### src/vector_map_params.svh
`ifndef VECTOR_MAP_PARAMS_SVH
`define VECTOR_MAP_PARAMS_SVH
`define VEC_ADDR_W 12
`define VEC_NUM_W 5
`define NUM_SOURCES 25
`define RESET_WORD_ADDR 12'h000
`define TABLE_BASE_ADDR 12'h001
`define RESET_VECTOR_NUM 5'h01
`define BOOT_RESET_ADDR_DEFAULT 12'hc00
`endif

### src/vector_map_pkg.sv
package vector_map_pkg;
	typedef logic [11:0] word_addr_t;
	typedef logic [4:0]  vector_num_t;
	typedef enum logic [2:0] {
		ST_IDLE  = 3'b001,
		ST_RESET = 3'b010,
		ST_IRQ   = 3'b100
	} state_e;
endpackage : vector_map_pkg

### src/reset_interrupt_vector_map.sv
`include "vector_map_params.svh"
// Behaviour
// - Reset vectors to word 0x000 while the fuse is unprogrammed
// - External requests zero, one at 0x001, 0x002
// - Pin-change groups 0x003-0x005, watchdog 0x006
// - Second 8-bit timer at 0x007-0x009
// - 16-bit timer events at 0x00A-0x00D
// - First 8-bit timer at 0x00E-0x010
// - SPI transfer complete at 0x011
// - Serial port events at 0x012-0x014
// - Conversion done 0x015, nonvolatile ready 0x016
// - Comparator 0x017, two-wire 0x018, store 0x019
// - Fuse and select bit place vectors
// - One word per vector slot
// - Programmed fuse starts at boot address
// - Select bit moves table to boot start
module reset_interrupt_vector_map
	import vector_map_pkg::*;
#(
	parameter word_addr_t BOOT_RESET_ADDR = `BOOT_RESET_ADDR_DEFAULT
) (
	input  wire logic                     clk,
	input  wire logic                     rst,
	input  wire logic                     boot_reset_fuse,
	input  wire logic                     vector_table_select,
	input  wire logic [`NUM_SOURCES-1:0]  irq_pending,
	input  wire logic                     irq_ack,
	output logic                          vector_valid,
	output logic                          vector_is_reset,
	output word_addr_t                    vector_addr,
	output vector_num_t                   vector_num
);

	// Source index i (bit 0 = ext_request_zero) maps to vector i+2
	function automatic vector_num_t lowest_pending(input logic [`NUM_SOURCES-1:0] req);
		vector_num_t n;
		n = 5'h00;
		for (int i = `NUM_SOURCES - 1; i >= 0; i--) begin
			if (req[i]) begin
				n = 5'(i + 2);
			end
		end
		return n;
	endfunction : lowest_pending

	// Fuse low means programmed
	function automatic word_addr_t reset_location(input logic fuse);
		return fuse ? `RESET_WORD_ADDR : BOOT_RESET_ADDR;
	endfunction : reset_location

	function automatic word_addr_t table_location(input logic sel, input vector_num_t num);
		word_addr_t base;
		base = sel ? BOOT_RESET_ADDR : `RESET_WORD_ADDR;
		return base + word_addr_t'(num - 5'h01);
	endfunction : table_location

	state_e      state;
	logic        fuse_meta;
	logic        fuse_sync;
	logic        boot_fuse_q;
	logic        sel_q;
	vector_num_t next_num;

	always_comb begin
		next_num = lowest_pending(irq_pending);
	end

	// Fuse level comes from outside the clock domain
	always_ff @(posedge clk) begin
		fuse_meta <= boot_reset_fuse;
		fuse_sync <= fuse_meta;
	end

	// Fuse sampled while in reset, held afterwards
	always_ff @(posedge clk) begin
		if (rst) begin
			boot_fuse_q <= fuse_sync;
		end
	end

	always_ff @(posedge clk) begin
		if (rst) begin
			sel_q <= 1'b0;
		end else begin
			sel_q <= vector_table_select;
		end
	end

	always_ff @(posedge clk) begin
		if (rst) begin
			state <= ST_RESET;
		end else begin
			case (state)
				ST_RESET: begin
					if (irq_ack) begin
						state <= ST_IDLE;
					end
				end
				ST_IRQ: begin
					if (irq_ack) begin
						state <= ST_IDLE;
					end
				end
				default: begin
					if (next_num != 5'h00) begin
						state <= ST_IRQ;
					end
				end
			endcase
		end
	end

	always_ff @(posedge clk) begin
		if (rst) begin
			vector_valid    <= 1'b0;
			vector_is_reset <= 1'b0;
			vector_addr     <= `RESET_WORD_ADDR;
			vector_num      <= 5'h00;
		end else begin
			case (state)
				ST_RESET: begin
					vector_valid    <= ~irq_ack;
					vector_is_reset <= ~irq_ack;
					vector_num      <= `RESET_VECTOR_NUM;
					vector_addr     <= reset_location(boot_fuse_q);
				end
				ST_IRQ: begin
					if (irq_ack) begin
						vector_valid <= 1'b0;
					end
				end
				default: begin
					vector_is_reset <= 1'b0;
					if (next_num != 5'h00) begin
						vector_valid <= 1'b1;
						vector_num   <= next_num;
						vector_addr  <= table_location(sel_q, next_num);
					end
				end
			endcase
		end
	end
endmodule : reset_interrupt_vector_map

### config.mk
export PLATFORM = sky130hd
export DESIGN_NAME = reset_interrupt_vector_map
export DESIGN_NICKNAME = d
export VERILOG_FILES = /design/src/vector_map_pkg.sv /design/src/reset_interrupt_vector_map.sv
export VERILOG_INCLUDE_DIRS = /design/src
export SDC_FILE = /design/constraint.sdc
export NUM_CORES = 1
export LEC_CHECK = 0
export ABC_AREA = 1
export BUFFER_PORTS_ARGS = -buffer_cell sky130_fd_sc_hd__buf_4
export CELL_PAD_IN_SITES_DETAIL_PLACEMENT = 1
export CELL_PAD_IN_SITES_GLOBAL_PLACEMENT = 1
export CORE_ASPECT_RATIO = 0.5
export CORE_MARGIN = 4
export CORE_UTILIZATION = 30
export CTS_BUF_LIST = sky130_fd_sc_hd__clkbuf_4
export DETAILED_ROUTE_END_ITERATION = 10
export GPL_TIMING_DRIVEN = 0
export PLACE_DENSITY = 0.77
export RECOVER_POWER = 50
export SYNTH_ARGS = -nofsm -noshare
export SYNTH_HDL_FRONTEND = slang
export SYNTH_SLANG_ARGS = --single-unit
export TNS_END_PERCENT = 10
### constraint.sdc
create_clock -name clk -period 2.5 [get_ports clk]
set_clock_uncertainty 0.15 [all_clocks]
set_input_delay 0.25 -clock clk [delete_from_list [all_inputs] [get_ports clk]]
set_output_delay 0.25 -clock clk [all_outputs]
set_load 0.02 [all_outputs]
==> impl_metrics.toml, run 1 <==
[job]
maxCapViolations = 0

[synth]
netlist.area_leader.share = 0.3259
synth_edf_count = 1
ys_seq_area_frac = 0.3492
synth_common_cells = "nand2_1 (61), inv_1 (40), dfxtp_1 (21), nor2_1 (20), a21oi_1 (13)"
syn_area_sq_mm = 0.001290
yosysMostFrequentCell = "nand2_1"
ys_ff_latch = 22
synth_top_cell_by_area = "dfxtp_1"
yosys-top-cells-area = "dfxtp_1 (33%), nand2_1 (18%), inv_1 (12%), nor2_1 (5.8%), a21oi_1 (5.0%)"
async_reset_ff_frac = 0
netlist-cell-type-count = 27
synth_area_per_cell_sq_um = 6.293
yosys_warnings = 0
synth_cells = 205
synth_top_flop_cell = "dfxtp_1"
syn-num-nets = 238

[grt]
grt_pass1_wl_microns = 5954
grt_max_degree = 13
antenna_found_initial = 0
grt_overflow_total = 0
grt_pass1_vias = 1442
grt_usage = 0.1353

[timing]
fin_setup_tns_ns = 0
relSlewSlack = 0.5466
setup_viol = 0
fmax_mhz = 437.4
setup_slack_ns = 0.2138
slew_viol_final = 0
rsz0062_at_grt = "true"
worstMarginPinSlew_ns = 0.6749
hold_violations = 0
fin_crit_ns = 2.286
post-route-period-util = 0.9145

[placed_design]
place.detailed.hpwl_microns = 2920
pre_cts_slack_ns = -0.3544
placed_area_sq_mm = 0.001718
gp_congestion = 0.7844
port_buffers = 48

[power_and_ir_drop]
pwr-share-comb = 0.422
clkPwrFrac = 0.164
p_leak_nw = 0.9355
pwr-share-seq = 0.414
ir_drop_v = 0.0001991
p_switching_w = 0.0004086
switching_share = 0.3915
power_density_mw_per_mm2 = 573.6
internal-power_w = 0.0006349

[clocking]
cts_tree = "built"
clk_pin_slew_worst_paths_ns = 0.12
clock_path_buffers = 2
clock_sinks = 22
cts_root_buf = "clkbuf_4"
clk_latency_ns = 0.31
htreeDepth = 1
cts_buffers = 3

[drt]
drcViolationCount = 0
dr.pass1.iters = 4
wl_per_cell_microns = 11.42
routed_wl_microns = 3643
via_per_inst = 4.517
postRouteAntennaNets = 0
drtIter0Drc = 20
via_count = 1441

[layout]
n_fill_cell = 536
antenna_cells = 0
drive_above_1_share = 0.2679
fin_util = 0.4521
nets = 299
post-route-cell-area_sq_mm = 0.001819
syn_to_final_growth_pct = 41.03

[critical_path]
required_ns = 2.61
cp_slowest_cell = "or2_1"
end_kind = "register"
worst_setup_path_start_kind = "input pin"
critPathKind = "input pin to register"
crit_path_max_fanout = 4
critPathMaxStageDelay_ns = 0.22
arrival_ns = 2.39
worst_path_most_repeated_cell = "nand2_1"

[floorplan]
row_count = 16
start_util = 0.3206
die_y_microns = 54.37
dieArea_sq_mm = 0.005477
coreArea_sq_mm = 0.004024
io_pins = 49
die_x_microns = 100.7

[run_status]
status = "complete, no violations"

[worst_hold_path]
holdCritPathClass = "input pin to register"
-- metal layers --
layer | up-vias | part of all wire | track usage
li1 | 747 | - | -
met1 | 664 | 0.46 | 0.1550
met2 | 26 | 0.50 | 0.2691
met3 | 4 | 0.035 | 0.02163
met4 | 0 | 0.0096 | 0.03356
met5 | - | 0 | 0
-- metrics by stage --
| step | power (W) | hold WS, ns | instances |
|---|---|---|---|
| 2_1_floorplan | 0.0006798 | 0.1277 | 205 |
| 3_3_place_gp | 0.0008236 | 0.1613 | 307 |
| 3_5_place_dp | 0.0008360 | 0.1664 | 307 |
| 4_1_cts | 0.001019 | 0.004037 | 316 |
| 5_1_grt | 0.001117 | 0.001661 | 319 |
| 6_report | 0.001044 | 0.003276 | 319 |
-- sequential cells by signal, indices dropped and copies added, names as in the netlist --
| name | flops |
|---|---|
| vector_valid | 1 |
| boot_fuse_q | 1 |
| vector_is_reset | 1 |
| fuse_meta | 1 |
| state | 3 |
| sel_q | 1 |
| vector_addr | 8 |
| fuse_sync | 1 |
| vector_num | 5 |
-- worst max-delay path: cells and delay by family --
| family | cells | cell delay, ns |
|---|---|---|
| AO/OA/AOI/OAI | 1 | 0.11 |
| adder cells (fa/ha/maj) | 1 | 0.17 |
| AND/OR/NAND/NOR | 26 | 1.56 |
| buffers and inverters | 4 | 0.29 |
-- logic make-up after synthesis --
| group | synth area share |
|---|---|
| AOI/OAI and AO/OA | 0.1193 |
| adders and majority gates | 0.02910 |
| buffers and inverters | 0.1484 |
| DFF | 0.3492 |
| and+or+nand+nor | 0.3540 |
-- path summary, 6_finish.rpt --
check                                           start                           to  slack, ns  cells past startpoint
worst max-delay path                  irq_pending[22]  vector_addr[1]$_SDFFE_PP0P_       0.21                     32
worst min-delay path              vector_table_select             sel_q$_SDFF_PP0_      0.003                      3
worst max register to register  state[2]$_SDFFE_PP0P_  vector_addr[3]$_SDFFE_PP0P_       0.53                     11
worst min register to register      fuse_meta$_DFF_P_            fuse_sync$_DFF_P_       0.19                      0
-- cell usage in the layout, fill, tap and decap left out, drive strengths merged, types with 3 or more instances in the layout --
cell type and n:
nor3 4, nor2 22, a21oi 15, dfxtp 21
a31oi 3, nand3 13, nand2 62, buf 47
inv 42, dlygate4sd3 3, or2 4, clkbuf 14
o21ai 6, ha 3
-- power groups by stage --
stage | combinational, W | sequential (W) | clock, W
floorplan | 0.000201 | 0.000479 | 0
global placement | 0.000386 | 0.000438 | 0
detailed placement | 0.000396 | 0.000440 | 0
CTS | 0.000411 | 0.000432 | 0.000175
global route | 0.000490 | 0.000440 | 0.000187
finish | 0.000441 | 0.000432 | 0.000171
-- timing repair --
action,in CTS,in global routing
gates resized for setup,0,14
setup endpoints to repair,1,16
pin swaps,1,6
setup buffers,2,3
hold buffers,3,0
endpoints found under the hold margin,3,0
-- area by class of cell --
| class | count | area (sq um) | share of cell area |
|---|---|---|---|
| plain buffers | 5 | 33.78 | 0.01857 |
| clock buffers | 3 | 22.52 | 0.01238 |
| clock inverters | 1 | 3.754 | 0.002063 |
| inverters | 42 | 162.7 | 0.08941 |
| multi-input cells | 136 | 680.7 | 0.3741 |
| flip-flops and latches | 22 | 450.4 | 0.2476 |
| well taps | 54 | 67.56 | 0.03714 |
| repair buffers | 56 | 397.9 | 0.2187 |
Note: power is estimated with default switching activity, not from simulation.
==> run 2: changes to the inputs <==
ABC_AREA = not set   (was 1)
CORE_UTILIZATION = 34   (was 30)
PLACE_DENSITY = 0.78   (was 0.77)
==> impl_metrics.toml, run 2 <==
[run_status]
status = "complete, no violations"

[clocking]
clock_path_buffers = 2
clock_sinks = 22
clk_pin_slew_worst_paths_ns = 0.13
cts_tree = "built"
htreeDepth = 1
clk_latency_ns = 0.31
cts_buffers = 3
cts_root_buf = "clkbuf_4"

[timing]
relSlewSlack = 0.5686
fin_crit_ns = 2.398
setup_slack_ns = 0.1020
setup_viol = 0
slew_viol_final = 0
hold_violations = 0
worstMarginPinSlew_ns = 0.6404
hold_ws_ns = 0.04852
fmax_mhz = 417.0
post-route-period-util = 0.9592

[synth]
yosys-top-cells-area = "dfxtp_1 (30%), nor2_1 (5.9%), buf_4 (4.3%), a21oi_1 (3.9%), nor3_1 (3.6%)"
synth_area_per_cell_sq_um = 8.735
yosysMostFrequentCell = "nor2_1"
ys_ff_latch = 22
async_reset_ff_frac = 0
synth_common_cells = "nor2_1 (22), dfxtp_1 (21), a21oi_1 (11), nor3_1 (10), inv_1 (9)"
synth_top_flop_cell = "dfxtp_1"
syn_area_sq_mm = 0.001406
ys_seq_area_frac = 0.3203
synth_edf_count = 1
syn-num-nets = 194
netlist-cell-type-count = 54
yosys_warnings = 0
synth_top_cell_by_area = "dfxtp_1"
synth_cells = 161
netlist.area_leader.share = 0.2989

[floorplan]
row_count = 16
io_pins = 49
coreArea_sq_mm = 0.003944
dieArea_sq_mm = 0.005292
start_util = 0.3566
die_y_microns = 53.48
die_x_microns = 98.96

[power_and_ir_drop]
p_leak_nw = 0.7508
ir_drop_v = 0.0004841
power_density_mw_per_mm2 = 733.9

[critical_path]
end_kind = "register"
critPathKind = "input pin to register"
required_ns = 2.57
arrival_ns = 2.47
worst_setup_path_start_kind = "input pin"
crit_path_max_fanout = 5

[layout]
final_common_cell = "buf_4"
largest_reg_flops = 8
syn_to_final_growth_pct = 35.85
drive_above_1_share = 0.2995
largest_register = "vector_addr"
nets = 251
reg_top3 = "vector_addr x8, vector_num x5, state x3"
layout_common_cells = "buf_4 (39), nor2_1 (22), dfxtp_1 (21), clkbuf_1 (18), a21oi_1 (11)"
antenna_cells = 0

[placed_design]
port_buffers = 48
pre_cts_slack_ns = -0.4551
place.detailed.hpwl_microns = 3116
gp_congestion = 0.7731

[drt]
dr.pass1.iters = 4
via_per_inst = 5.399
via_count = 1463
routed_wl_microns = 4188
drtIter0Drc = 40
wl_per_cell_microns = 15.45
drcViolationCount = 0
postRouteAntennaNets = 0

[grt]
grt_pass1_wl_microns = 6637
grt_pass1_vias = 1450
grt_overflow_total = 0
grt_usage = 0.1583
antenna_found_initial = 0
grt_max_degree = 14

[worst_hold_path]
holdCritPathClass = "input pin to register"

[job]
maxCapViolations = 0
## run 2: cell count changes in the layout (fill, tap and decap cells not counted), sizes merged, moves of 6 or more
cell	before	now
clkbuf	14	22
nand2	62	4
nor4	0	6
buf	47	39
nor3	4	10
nand3	13	7
inv	42	9
## run 2: cells by family (layout without fill, tap and decap cells)
family / after synthesis / in the layout / synth area share
buf+inv: 18 / 74 / 0.06939
fa+ha+maj: 3 / 3 / 0.02669
flops: 22 / 22 / 0.3203
xor+xnor: 2 / 2 / 0.01246
simple gates: 69 / 69 / 0.2891
compound gates: 47 / 47 / 0.2820
## run 2: through the flow
step                      utilization  power (W)  TNS [ns]  area, sq um  std cells
after floorplan                     -  0.0009082         0         1419        161
after global placement         0.4683   0.001123    -5.518         1847        263
after detailed placement       0.4683   0.001137    -5.715         1847        263
after CTS                      0.4975   0.001440         0         1962        271
after global routing           0.4845   0.001499   -0.3430         1911        271
final                          0.4845   0.001402         0         1911        271
## run 2: path summary, 6_finish.rpt
check | cells past startpoint | startpoint | slack (ns) | to
max | 10 | irq_pending[22] | 0.10 | vector_addr[3]$_SDFFE_PP0P_
min | 3 | irq_ack | 0.05 | state[0]$_SDFFE_PP0P_
max reg2reg | 6 | state[2]$_SDFFE_PP0P_ | 0.61 | vector_addr[3]$_SDFFE_PP0P_
min reg2reg | 0 | fuse_meta$_DFF_P_ | 0.19 | fuse_sync$_DFF_P_
## run 2: per-layer routing
| layer | up-vias | global-route usage | share of wire |
|---|---|---|---|
| met5 | - | 0 | 0 |
| met4 | 0 | 0.02721 | 0.0081 |
| met3 | 4 | 0.03816 | 0.040 |
| met2 | 24 | 0.3033 | 0.51 |
| met1 | 713 | 0.1838 | 0.44 |
| li1 | 722 | - | - |
## run 2: layout make-up
class                      count  area [sq um]
tap                           54         67.56
clock inverter                 1         30.03
sequential                    22         450.4
inverter                       9         33.78
timing repair buffer          52         337.8
buffer                         9         60.06
clock buffer                   3         22.52
multi-input combinational    121         908.4
fill                         485          2033
## run 2: power breakdown
group          internal, W  total [W]  switching, W
clock network     0.000162   0.000277      0.000114
logic             0.000251   0.000663      0.000413
registers         0.000423   0.000463     0.0000395
total             0.000836    0.00140      0.000566
## run 2: critical path, cell delays in order
cell and delay [ns]:
buf_4 0.12, nand2b_1 0.14, a221oi_2 0.29, o221ai_2 0.18, a2111oi_4 0.39, nor2_1 0.12
ha_2 0.26, a32oi_4 0.28, nor4b_1 0.09, a311o_1 0.33
## run 2: repair_timing
| action | CTS | global route |
|---|---|---|
| setup buffers | 1 | 0 |
| endpoints found under the setup margin | 10 | 9 |
| pin swaps | 1 | 0 |
| hold buffers | 3 | 0 |
| hold endpoints to repair | 3 | 0 |
| gates cloned | 0 | 0 |
| gates resized for setup | 3 | 2 |
